===== config.mk =====
export PLATFORM = sky130hd
export DESIGN_NAME = pcc_regs
export DESIGN_NICKNAME = d
export VERILOG_FILES = /design/src/pcc_pkg.sv /design/src/pcc_sync.sv /design/src/pcc_regs.sv
export VERILOG_INCLUDE_DIRS = /design/src /design/src/src
export SDC_FILE = /design/constraint.sdc
export NUM_CORES = 1
export LEC_CHECK = 0
export BUFFER_PORTS_ARGS = -buffer_cell sky130_fd_sc_hd__buf_2
export CORE_MARGIN = 2
export CORE_UTILIZATION = 25
export CTS_CLUSTER_DIAMETER = 150
export DETAILED_ROUTE_END_ITERATION = 10
export PLACE_DENSITY = 0.5
export SYNTH_ARGS = -nofsm -noshare
export SYNTH_HDL_FRONTEND = slang
export SYNTH_HIERARCHICAL = 1
export SYNTH_SLANG_ARGS = --single-unit

===== constraint.sdc =====
create_clock -name clk -period 4.8 [get_ports clk]
set_input_delay 0.48 -clock clk [delete_from_list [all_inputs] [get_ports clk]]
set_output_delay 0.48 -clock clk [all_outputs]
set_load 0.01 [all_outputs]

===== src/pcc_params.svh =====
// register map constants for the pcie capability configuration bank
//////////////////////////////////////////////////////////////////////////////
// How it works
// - payload size field writable, resets 000
// - read request size writable, resets 2h
// - extended tag enable writable, resets zero
// - no-snoop enable reads zero, ignores writes
// - phantom and aux power enables read zero
// - pending bit mirrors outstanding transaction state
// - max link speed reads 0001
// - max link width reads 000100, x4
// - aspm support reads 11
// - aspm control writable, resets 00
// - link disable, retrain locked in forward mode
// - completion boundary bit reads zero
// - negotiated speed and width, reset 2.5G x4
// - slot hot-plug bits only strapped reverse mode
// - four slot event enables writable, reset zero
// - command and hot-plug interrupt enables writable
//////////////////////////////////////////////////////////////////////////////
`ifndef PCC_PARAMS_SVH
`define PCC_PARAMS_SVH

// decode width and register byte offsets
`define PCC_ADDR_W        8
`define PCC_OFF_DEVICE    8'hb8
`define PCC_OFF_LINK_CAP  8'hbc
`define PCC_OFF_LINK      8'hc0
`define PCC_OFF_SLOT_CAP  8'hc4
`define PCC_OFF_SLOT      8'hc8
`define PCC_OFF_PHY0      8'hcc
`define PCC_OFF_PHY1      8'hd0
`define PCC_OFF_IRQ_STS   8'he0
`define PCC_OFF_IRQ_EN    8'he4
`define PCC_OFF_IRQ_CLR   8'he8

// ahb codes
`define PCC_HSIZE_WORD    3'h2
`define PCC_HRESP_OKAY    1'h0

// device control: writable bits and reset
`define PCC_DCTL_WMASK    16'hf1ef
`define PCC_DCTL_RESET    16'h2000
`define PCC_DCTL_RO_ZERO  16'h0e10

// device status fields
`define PCC_NUM_ERR       4
`define PCC_DSTS_ERR_LSB  16
`define PCC_DSTS_AUX      1'h1

// link capability word: port, reserved, l1 exit, l0s exit, aspm, width, speed
`define PCC_LCAP_VALUE    {8'h00, 6'h00, 3'h0, 3'h3, 2'h3, 6'h04, 4'h1}

// link control: always writable bits and mode-locked bits
`define PCC_LCTL_WMASK    16'h00c3
`define PCC_LCTL_MODE     16'h0030
`define PCC_LCTL_RESET    16'h0000

// link status reset values and fixed bits
`define PCC_LSPD_RESET    4'h1
`define PCC_LWID_RESET    6'h04
`define PCC_LSTS_SLOTCLK  1'h1

// slot capability bits that follow the hot-plug strap
`define PCC_SCAP_HP_MASK  32'h0000005d

// slot control
`define PCC_SCTL_WMASK    16'h07ff
`define PCC_SCTL_RESET    16'h0000
`define PCC_SSTS_W        7

// phy tuning registers
`define PCC_PHY0_WMASK    32'hffff1fff
`define PCC_PHY0_RESET    32'h04001060
`define PCC_PHY1_WMASK    32'hffff03ff
`define PCC_PHY1_RESET    32'h00000000

`endif


===== src/pcc_pkg.sv =====
// types shared by the pcie capability register bank
package pcc_pkg;
    typedef enum logic {
        PCC_BUS_IDLE,
        PCC_BUS_WAIT
    } pcc_bus_t;
endpackage


===== src/pcc_sync.sv =====
// two flip-flop level synchroniser for pin inputs
`timescale 1ns/1ps
module pcc_sync
    import pcc_pkg::*;
#(
    parameter int WIDTH = 1
) (
    input  wire logic             clk,
    input  wire logic             rst,
    input  wire logic [WIDTH-1:0] d,
    output logic      [WIDTH-1:0] q
);
    logic [WIDTH-1:0] meta;

    // first stage feeds only the second
    always_ff @(posedge clk or posedge rst) begin
        if (rst) begin
            meta <= '0;
            q    <= '0;
        end else begin
            meta <= d;
            q    <= meta;
        end
    end
endmodule


===== src/pcc_regs.sv =====
// pcie capability configuration register bank behind an ahb-lite slave
`timescale 1ns/1ps
`include "pcc_params.svh"
module pcc_regs
    import pcc_pkg::*;
(
    input  wire logic        clk,
    input  wire logic        rst,
    input  wire logic        hsel,
    input  wire logic [31:0] haddr,
    input  wire logic [1:0]  htrans,
    input  wire logic        hwrite,
    input  wire logic [2:0]  hsize,
    input  wire logic [31:0] hwdata,
    input  wire logic        hready,
    output logic      [31:0] hrdata,
    output logic             hreadyout,
    output logic             hresp,
    input  wire logic        forward_pin,
    input  wire logic        hotplug_pin,
    input  wire logic        txn_pending,
    input  wire logic [3:0]  err_event,
    input  wire logic [3:0]  link_speed_in,
    input  wire logic [5:0]  link_width_in,
    input  wire logic [6:0]  slot_state_in,
    output logic             irq,
    output logic      [15:0] device_control,
    output logic      [15:0] link_control,
    output logic      [15:0] slot_control,
    output logic      [31:0] phy_tuning_config_0,
    output logic      [31:0] phy_tuning_config_1
);
    //////////////////////////////////////////////////////////////////////////
    // strap inputs
    logic [1:0]              strap_sync;
    logic                    forward_mode;
    logic                    hotplug_en;

    pcc_sync #(
        .WIDTH (2)
    ) u_strap_sync (
        .clk (clk),
        .rst (rst),
        .d   ({forward_pin, hotplug_pin}),
        .q   (strap_sync)
    );

    // hot-plug only counts in reverse bridge mode
    assign forward_mode = strap_sync[1];
    assign hotplug_en   = strap_sync[0] & ~strap_sync[1];

    //////////////////////////////////////////////////////////////////////////
    // ahb-lite transfer tracking
    pcc_bus_t                bus_state;
    logic [`PCC_ADDR_W-1:0]  acc_addr;
    logic                    acc_write;
    logic                    acc_word;
    logic                    acc_map;
    logic                    accept;
    logic                    wr_en;
    logic                    rd_en;

    assign accept = hsel && hready && htrans[1] && (bus_state == PCC_BUS_IDLE);
    assign wr_en  = (bus_state == PCC_BUS_WAIT) && acc_write && acc_word && acc_map;
    assign rd_en  = (bus_state == PCC_BUS_WAIT) && !acc_write;

    // one wait state per transfer
    always_ff @(posedge clk or posedge rst) begin
        if (rst) begin
            bus_state <= PCC_BUS_IDLE;
        end else begin
            unique case (bus_state)
                PCC_BUS_IDLE: begin
                    if (accept) begin
                        bus_state <= PCC_BUS_WAIT;
                    end
                end
                PCC_BUS_WAIT: begin
                    bus_state <= PCC_BUS_IDLE;
                end
            endcase
        end
    end

    // address phase capture
    always_ff @(posedge clk or posedge rst) begin
        if (rst) begin
            acc_addr  <= '0;
            acc_write <= 1'b0;
            acc_word  <= 1'b0;
            acc_map   <= 1'b0;
        end else if (accept) begin
            acc_addr  <= haddr[`PCC_ADDR_W-1:0];
            acc_write <= hwrite;
            acc_word  <= (hsize == `PCC_HSIZE_WORD);
            acc_map   <= (haddr[31:`PCC_ADDR_W] == '0);
        end
    end

    // ready low during the wait state, always okay
    always_ff @(posedge clk or posedge rst) begin
        if (rst) begin
            hreadyout <= 1'b1;
            hresp     <= `PCC_HRESP_OKAY;
        end else begin
            hreadyout <= !accept;
            hresp     <= `PCC_HRESP_OKAY;
        end
    end

    //////////////////////////////////////////////////////////////////////////
    // device control
    always_ff @(posedge clk or posedge rst) begin
        if (rst) begin
            device_control <= `PCC_DCTL_RESET;
        end else if (wr_en && acc_addr == `PCC_OFF_DEVICE) begin
            // bits 11:9 and 4 stay zero
            device_control <= (hwdata[15:0] & `PCC_DCTL_WMASK);
        end
    end

    //////////////////////////////////////////////////////////////////////////
    // device status, event flags and interrupt status
    logic [`PCC_NUM_ERR-1:0] dev_err;
    logic [`PCC_NUM_ERR-1:0] irq_status;
    logic [`PCC_NUM_ERR-1:0] irq_enable;
    logic                    txn_pend;

    for (genvar i = 0; i < `PCC_NUM_ERR; i++) begin : g_err
        // set wins over a write-one clear
        always_ff @(posedge clk or posedge rst) begin
            if (rst) begin
                dev_err[i] <= 1'b0;
            end else if (err_event[i]) begin
                dev_err[i] <= 1'b1;
            end else if (wr_en && acc_addr == `PCC_OFF_DEVICE && hwdata[`PCC_DSTS_ERR_LSB + i]) begin
                dev_err[i] <= 1'b0;
            end
        end

        // sticky interrupt cause
        always_ff @(posedge clk or posedge rst) begin
            if (rst) begin
                irq_status[i] <= 1'b0;
            end else if (err_event[i]) begin
                irq_status[i] <= 1'b1;
            end else if (wr_en && acc_addr == `PCC_OFF_IRQ_CLR && hwdata[i]) begin
                irq_status[i] <= 1'b0;
            end
        end
    end

    // transaction pending mirror
    always_ff @(posedge clk or posedge rst) begin
        if (rst) begin
            txn_pend <= 1'b0;
        end else begin
            txn_pend <= txn_pending;
        end
    end

    // interrupt enable and output
    always_ff @(posedge clk or posedge rst) begin
        if (rst) begin
            irq_enable <= '0;
            irq        <= 1'b0;
        end else begin
            if (wr_en && acc_addr == `PCC_OFF_IRQ_EN) begin
                irq_enable <= hwdata[`PCC_NUM_ERR-1:0];
            end
            irq <= |(irq_status & irq_enable);
        end
    end

    //////////////////////////////////////////////////////////////////////////
    // link control and status
    logic [3:0]              lnk_speed;
    logic [5:0]              lnk_width;
    logic [15:0]             link_wmask;

    // disable and retrain only writable in reverse mode
    assign link_wmask = forward_mode ? `PCC_LCTL_WMASK : (`PCC_LCTL_WMASK | `PCC_LCTL_MODE);

    always_ff @(posedge clk or posedge rst) begin
        if (rst) begin
            link_control <= `PCC_LCTL_RESET;
        end else if (wr_en && acc_addr == `PCC_OFF_LINK) begin
            // bit 3 has no writable path
            link_control <= (link_control & ~link_wmask) | (hwdata[15:0] & link_wmask);
        end
    end

    // negotiated values from the link layer
    always_ff @(posedge clk or posedge rst) begin
        if (rst) begin
            lnk_speed <= `PCC_LSPD_RESET;
            lnk_width <= `PCC_LWID_RESET;
        end else begin
            lnk_speed <= link_speed_in;
            lnk_width <= link_width_in;
        end
    end

    //////////////////////////////////////////////////////////////////////////
    // slot control, slot status and phy tuning
    logic [`PCC_SSTS_W-1:0]  slot_sts;

    always_ff @(posedge clk or posedge rst) begin
        if (rst) begin
            slot_control <= `PCC_SCTL_RESET;
        end else if (wr_en && acc_addr == `PCC_OFF_SLOT) begin
            slot_control <= hwdata[15:0] & `PCC_SCTL_WMASK;
        end
    end

    always_ff @(posedge clk or posedge rst) begin
        if (rst) begin
            slot_sts <= '0;
        end else begin
            slot_sts <= slot_state_in;
        end
    end

    always_ff @(posedge clk or posedge rst) begin
        if (rst) begin
            phy_tuning_config_0 <= `PCC_PHY0_RESET;
            phy_tuning_config_1 <= `PCC_PHY1_RESET;
        end else if (wr_en) begin
            if (acc_addr == `PCC_OFF_PHY0) begin
                phy_tuning_config_0 <= hwdata & `PCC_PHY0_WMASK;
            end
            if (acc_addr == `PCC_OFF_PHY1) begin
                phy_tuning_config_1 <= hwdata & `PCC_PHY1_WMASK;
            end
        end
    end

    //////////////////////////////////////////////////////////////////////////
    // read path
    logic [31:0]             rd_mux;

    always_comb begin
        rd_mux = '0;
        unique case (acc_addr)
            `PCC_OFF_DEVICE:   rd_mux = {10'h000, txn_pend, `PCC_DSTS_AUX, dev_err, device_control};
            `PCC_OFF_LINK_CAP: rd_mux = `PCC_LCAP_VALUE;
            `PCC_OFF_LINK:     rd_mux = {3'h0, `PCC_LSTS_SLOTCLK, 2'h0, lnk_width, lnk_speed, link_control};
            `PCC_OFF_SLOT_CAP: rd_mux = hotplug_en ? `PCC_SCAP_HP_MASK : 32'h00000000;
            `PCC_OFF_SLOT:     rd_mux = {9'h000, slot_sts, slot_control};
            `PCC_OFF_PHY0:     rd_mux = phy_tuning_config_0;
            `PCC_OFF_PHY1:     rd_mux = phy_tuning_config_1;
            `PCC_OFF_IRQ_STS:  rd_mux = {28'h0000000, irq_status};
            `PCC_OFF_IRQ_EN:   rd_mux = {28'h0000000, irq_enable};
            default:           rd_mux = '0;
        endcase
    end

    // unmapped reads return zero
    always_ff @(posedge clk or posedge rst) begin
        if (rst) begin
            hrdata <= '0;
        end else if (rd_en) begin
            hrdata <= acc_map ? rd_mux : 32'h00000000;
        end
    end
endmodule


==> impl_metrics.py <==
metrics = {
    "synthesis": {
        "synth_top_flop_cell": "dfrtp_1",
        "syn_area_per_cell_um2": 12.6,
        "yosys_warnings": 6,
        "ys_ff_latch": 164,
        "synth.distinct_cells": 55,
        "syn_area_mm2": 0.00715,
        "synth_edf_count": 0,
        "synth-seq-area-share_pct": 57.5,
        "async_flop_share_pct": 100,
        "syn-instance-count": 567,
    },
    "die": {
        "fp.dieH_um": 173,
        "pin_count": 245,
        "fp.dieW_um": 173,
        "core_area_mm2": 0.0280,
        "die_area_mm2": 0.0300,
        "num_rows": 61,
        "initial_core_util_pct": 25.5,
    },
    "setup_path": {
        "rr_endpoint": "phy_tuning_config_0[28]",
        "required_ns": 5.10,
        "cp_max_fo": 29,
        "start_kind": "register",
        "criticalPathCategory": "reg2reg",
        "crit_arrival_ns": 3.32,
        "ff2ff_path_depth": 4,
        "rrSetupSlack_ns": 1.78,
        "reg2reg_from": "acc_addr[5]",
        "crit_path_end_kind": "register",
    },
    "pwr": {
        "p_leak_nw": 4.49,
        "clkPwrFrac_pct": 45.8,
        "ir_drop_mv": 0.164,
        "intPower_mw": 2.29,
        "powerDensity_mw_per_mm2": 335,
        "power_frac_comb_pct": 6.6,
        "netSwitchingPower_mw": 0.755,
        "swShare_pct": 24.8,
        "seq_power_share_pct": 47.7,
    },
    "clock_tree": {
        "path_clk_slew_ns": 0.07,
        "cts_buffer_depth": 2,
        "htree_levels": 4,
        "cts_root_buf": "clkbuf_16",
        "cts_resized": 0,
        "worstSkewPairLatency_ns": 0.43,
        "cts_tree": "built",
        "cts_num_sinks": 164,
        "cts-buffers-inserted": 17,
        "post-cts-setup-buffer-count": 0,
    },
    "timing": {
        "post-route-period-util_pct": 62.9,
        "period_minus_slack_ns": 3.02,
        "clock_skew_ns": 0.00920,
        "slew_viol_final": 0,
        "fin_tns_setup_ns": 0,
        "finalSetupViolations": 0,
        "rsz0062_at_grt": "false",
        "fmax_ghz": 0.331,
        "fin_ws_ns": 1.78,
        "hold_viol": 0,
        "tightest_slew_ns": 1.07,
        "relSlewSlack_pct": 28.5,
    },
    "grt": {
        "gr-total-overflow": 0,
        "grt_max_degree": 87,
        "antenna_found_initial": 2,
        "busiest_layer": "met2",
        "gr-usage-met2_pct": 23.7,
        "grt_first_pass_wirelength_um": 34800,
        "first_global_vias": 5429,
        "grt_use_total_pct": 15.3,
        "grtUsageMet1_pct": 21.3,
        "grtUsageMet3_pct": 3.21,
    },
    "placement": {
        "dpl.hpwl_um": 15500,
        "post-place-ws_ns": 1.84,
        "portBuffers": 214,
        "placedCellCount": 1134,
        "gp_congestion": 0.815,
    },
    "drt": {
        "drtAntennaViolNets": 0,
        "routed_wirelength_um": 22800,
        "drtIter0Drc": 387,
        "post-route-drc-count": 0,
        "firstDrtPassIters": 6,
        "wl_per_cell_um": 19.6,
        "vias": 5434,
        "via_per_inst": 4.66,
    },
    "hold_path": {
        "min_from": "link_speed_in[0]",
        "min-delay-path-class": "in2reg",
        "whs_path_depth": 1,
        "hold_end": "lnk_speed[0]",
    },
    "finish": {
        "drive_gt1_share_pct": 46.3,
        "layout.nets": 874,
        "final_common_cell": "buf_2",
        "layout_common_cells": "buf_2 (214), dfrtp_1 (156), nand2_1 (73)",
        "final_cells": 1167,
        "syn2layout_area_growth_pct": 27.3,
    },
    "status": {
        "status": "finished clean",
    },
    "job": {
        "drv_cap": 0,
    },
}
## registers in the layout (all words and copies together), names as in the netlist, 2 cells and up, named ones only
| signal | count |
|---|---|
| u_strap_sync/q | 2 |
| device_control | 12 |
| hrdata | 32 |
| irq_status | 4 |
| phy_tuning_config_1 | 26 |
| link_control | 4 |
| acc_addr | 8 |
| u_strap_sync/meta | 2 |
| phy_tuning_config_0 | 29 |
| dev_err | 4 |
| lnk_width | 6 |
| lnk_speed | 4 |
| slot_control | 11 |
| slot_sts | 7 |
| irq_enable | 4 |
## power groups by stage
stage          logic, mW  registers (mW)  clock network [mW]
2_1_floorplan      0.159            1.44                   0
3_3_place_gp       0.199            1.48                   0
3_5_place_dp       0.202            1.48                   0
4_1_cts            0.203            1.45                1.44
5_1_grt            0.223            1.46                1.50
6_report           0.200            1.45                1.39
## metal layers
layer  wire, um  vias up  part of all wire (%)
li1           -     2445                     -
met5         13        -                 0.057
met4        413        2                   1.8
met3       1130       27                   4.9
met2      10600      207                    47
met1      10600     2753                    47
## stage by stage
step | cell area (um2) | hold WS [ns] | util [%] | power [mW]
6_report | 9110 | 0.144 | 32.5 | 3.05
5_1_grt | 9110 | 0.127 | 32.5 | 3.18
4_1_cts | 9100 | 0.130 | 32.5 | 3.09
3_5_place_dp | 8500 | 0.336 | 30.3 | 1.68
3_3_place_gp | 8500 | 0.335 | 30.3 | 1.67
2_1_floorplan | 7260 | 0.246 | - | 1.60
## worst max-delay path, stage by stage (launching register included)
cell and delay (ns):
dfrtp_1 0.67, nor4bb_1 0.74, and2_1 0.24, and2b_2 0.81
mux2_2 0.41
## final cells by class
cell class / instances / area, um2
diodes: 1 / 2.50
clock buffers: 21 / 470
clock inverters: 10 / 123
fillers: 2898 / 18900
inverters: 6 / 27.5
multi-input cells: 360 / 2710
flip-flops and latches: 164 / 4110
well taps: 378 / 473
repair buffers: 227 / 1180
## cell usage after synthesis, types with 2 or more instances
cell type / count / area (um2)
a21oi_1: 7 / 35.0
nor4_1: 11 / 68.8
inv_1: 5 / 18.8
a221oi_1: 7 / 61.3
mux2_2: 69 / 777
nor3_1: 4 / 20.0
a22o_1: 4 / 35.0
nor2_1: 8 / 30.0
o21ai_1: 5 / 25.0
a32o_1: 3 / 30.0
a22oi_1: 22 / 165
o21ai_0: 22 / 110
clkbuf_1: 17 / 63.8
nand3_1: 6 / 30.0
buf_12: 2 / 40.0
nand4_1: 3 / 18.8
a2111oi_0: 2 / 17.5
mux2_4: 20 / 300
dfrtp_1: 156 / 3900
o31ai_1: 2 / 15.0
and2_1: 4 / 25.0
nor4b_1: 2 / 17.5
mux2i_1: 2 / 20.0
buf_4: 32 / 240
buf_6: 3 / 33.8
dfstp_2: 8 / 210
nand2b_1: 2 / 12.5
a21o_1: 8 / 60.1
and2b_1: 2 / 15.0
nor2b_1: 2 / 12.5
a222oi_1: 19 / 190
nand2_1: 73 / 274
buf_2: 11 / 55.1
nor4bb_1: 3 / 30.0
## what timing repair did
action                     4_1_cts  5_1_grt
hold buffers                     1        0
hold endpoints to repair         4        0
setup endpoints to repair        0        0
## worst max path at each step
stage                           start                       to  slack [ns]  cells after the start
final                     acc_addr[5]  phy_tuning_config_0[28]        1.78                      4
after global routing      acc_addr[5]  phy_tuning_config_0[27]        1.59                      4
after CTS                 acc_addr[5]  phy_tuning_config_0[28]        1.82                      4
after detailed placement  acc_addr[5]  phy_tuning_config_0[28]        1.84                      4
after global placement    acc_addr[5]  phy_tuning_config_0[28]        1.88                      4
after floorplan                   rst                async pin        0.01                      1
## cell families (layout without fill, tap and decap cells)
family / Yosys count / in the layout / synth area share, %
flip-flops: 164 / 164 / 57.5
AO/OA/AOI/OAI: 107 / 107 / 11.1
AND/OR/NAND/NOR: 132 / 132 / 9.46
other: 1 / 30 / 0.0524
XOR/XNOR: 1 / 1 / 0.122
multiplexers: 91 / 91 / 15.3
buffers and inverters: 71 / 264 / 6.37
No activity file was read; power rests on OpenSTA's default activity.
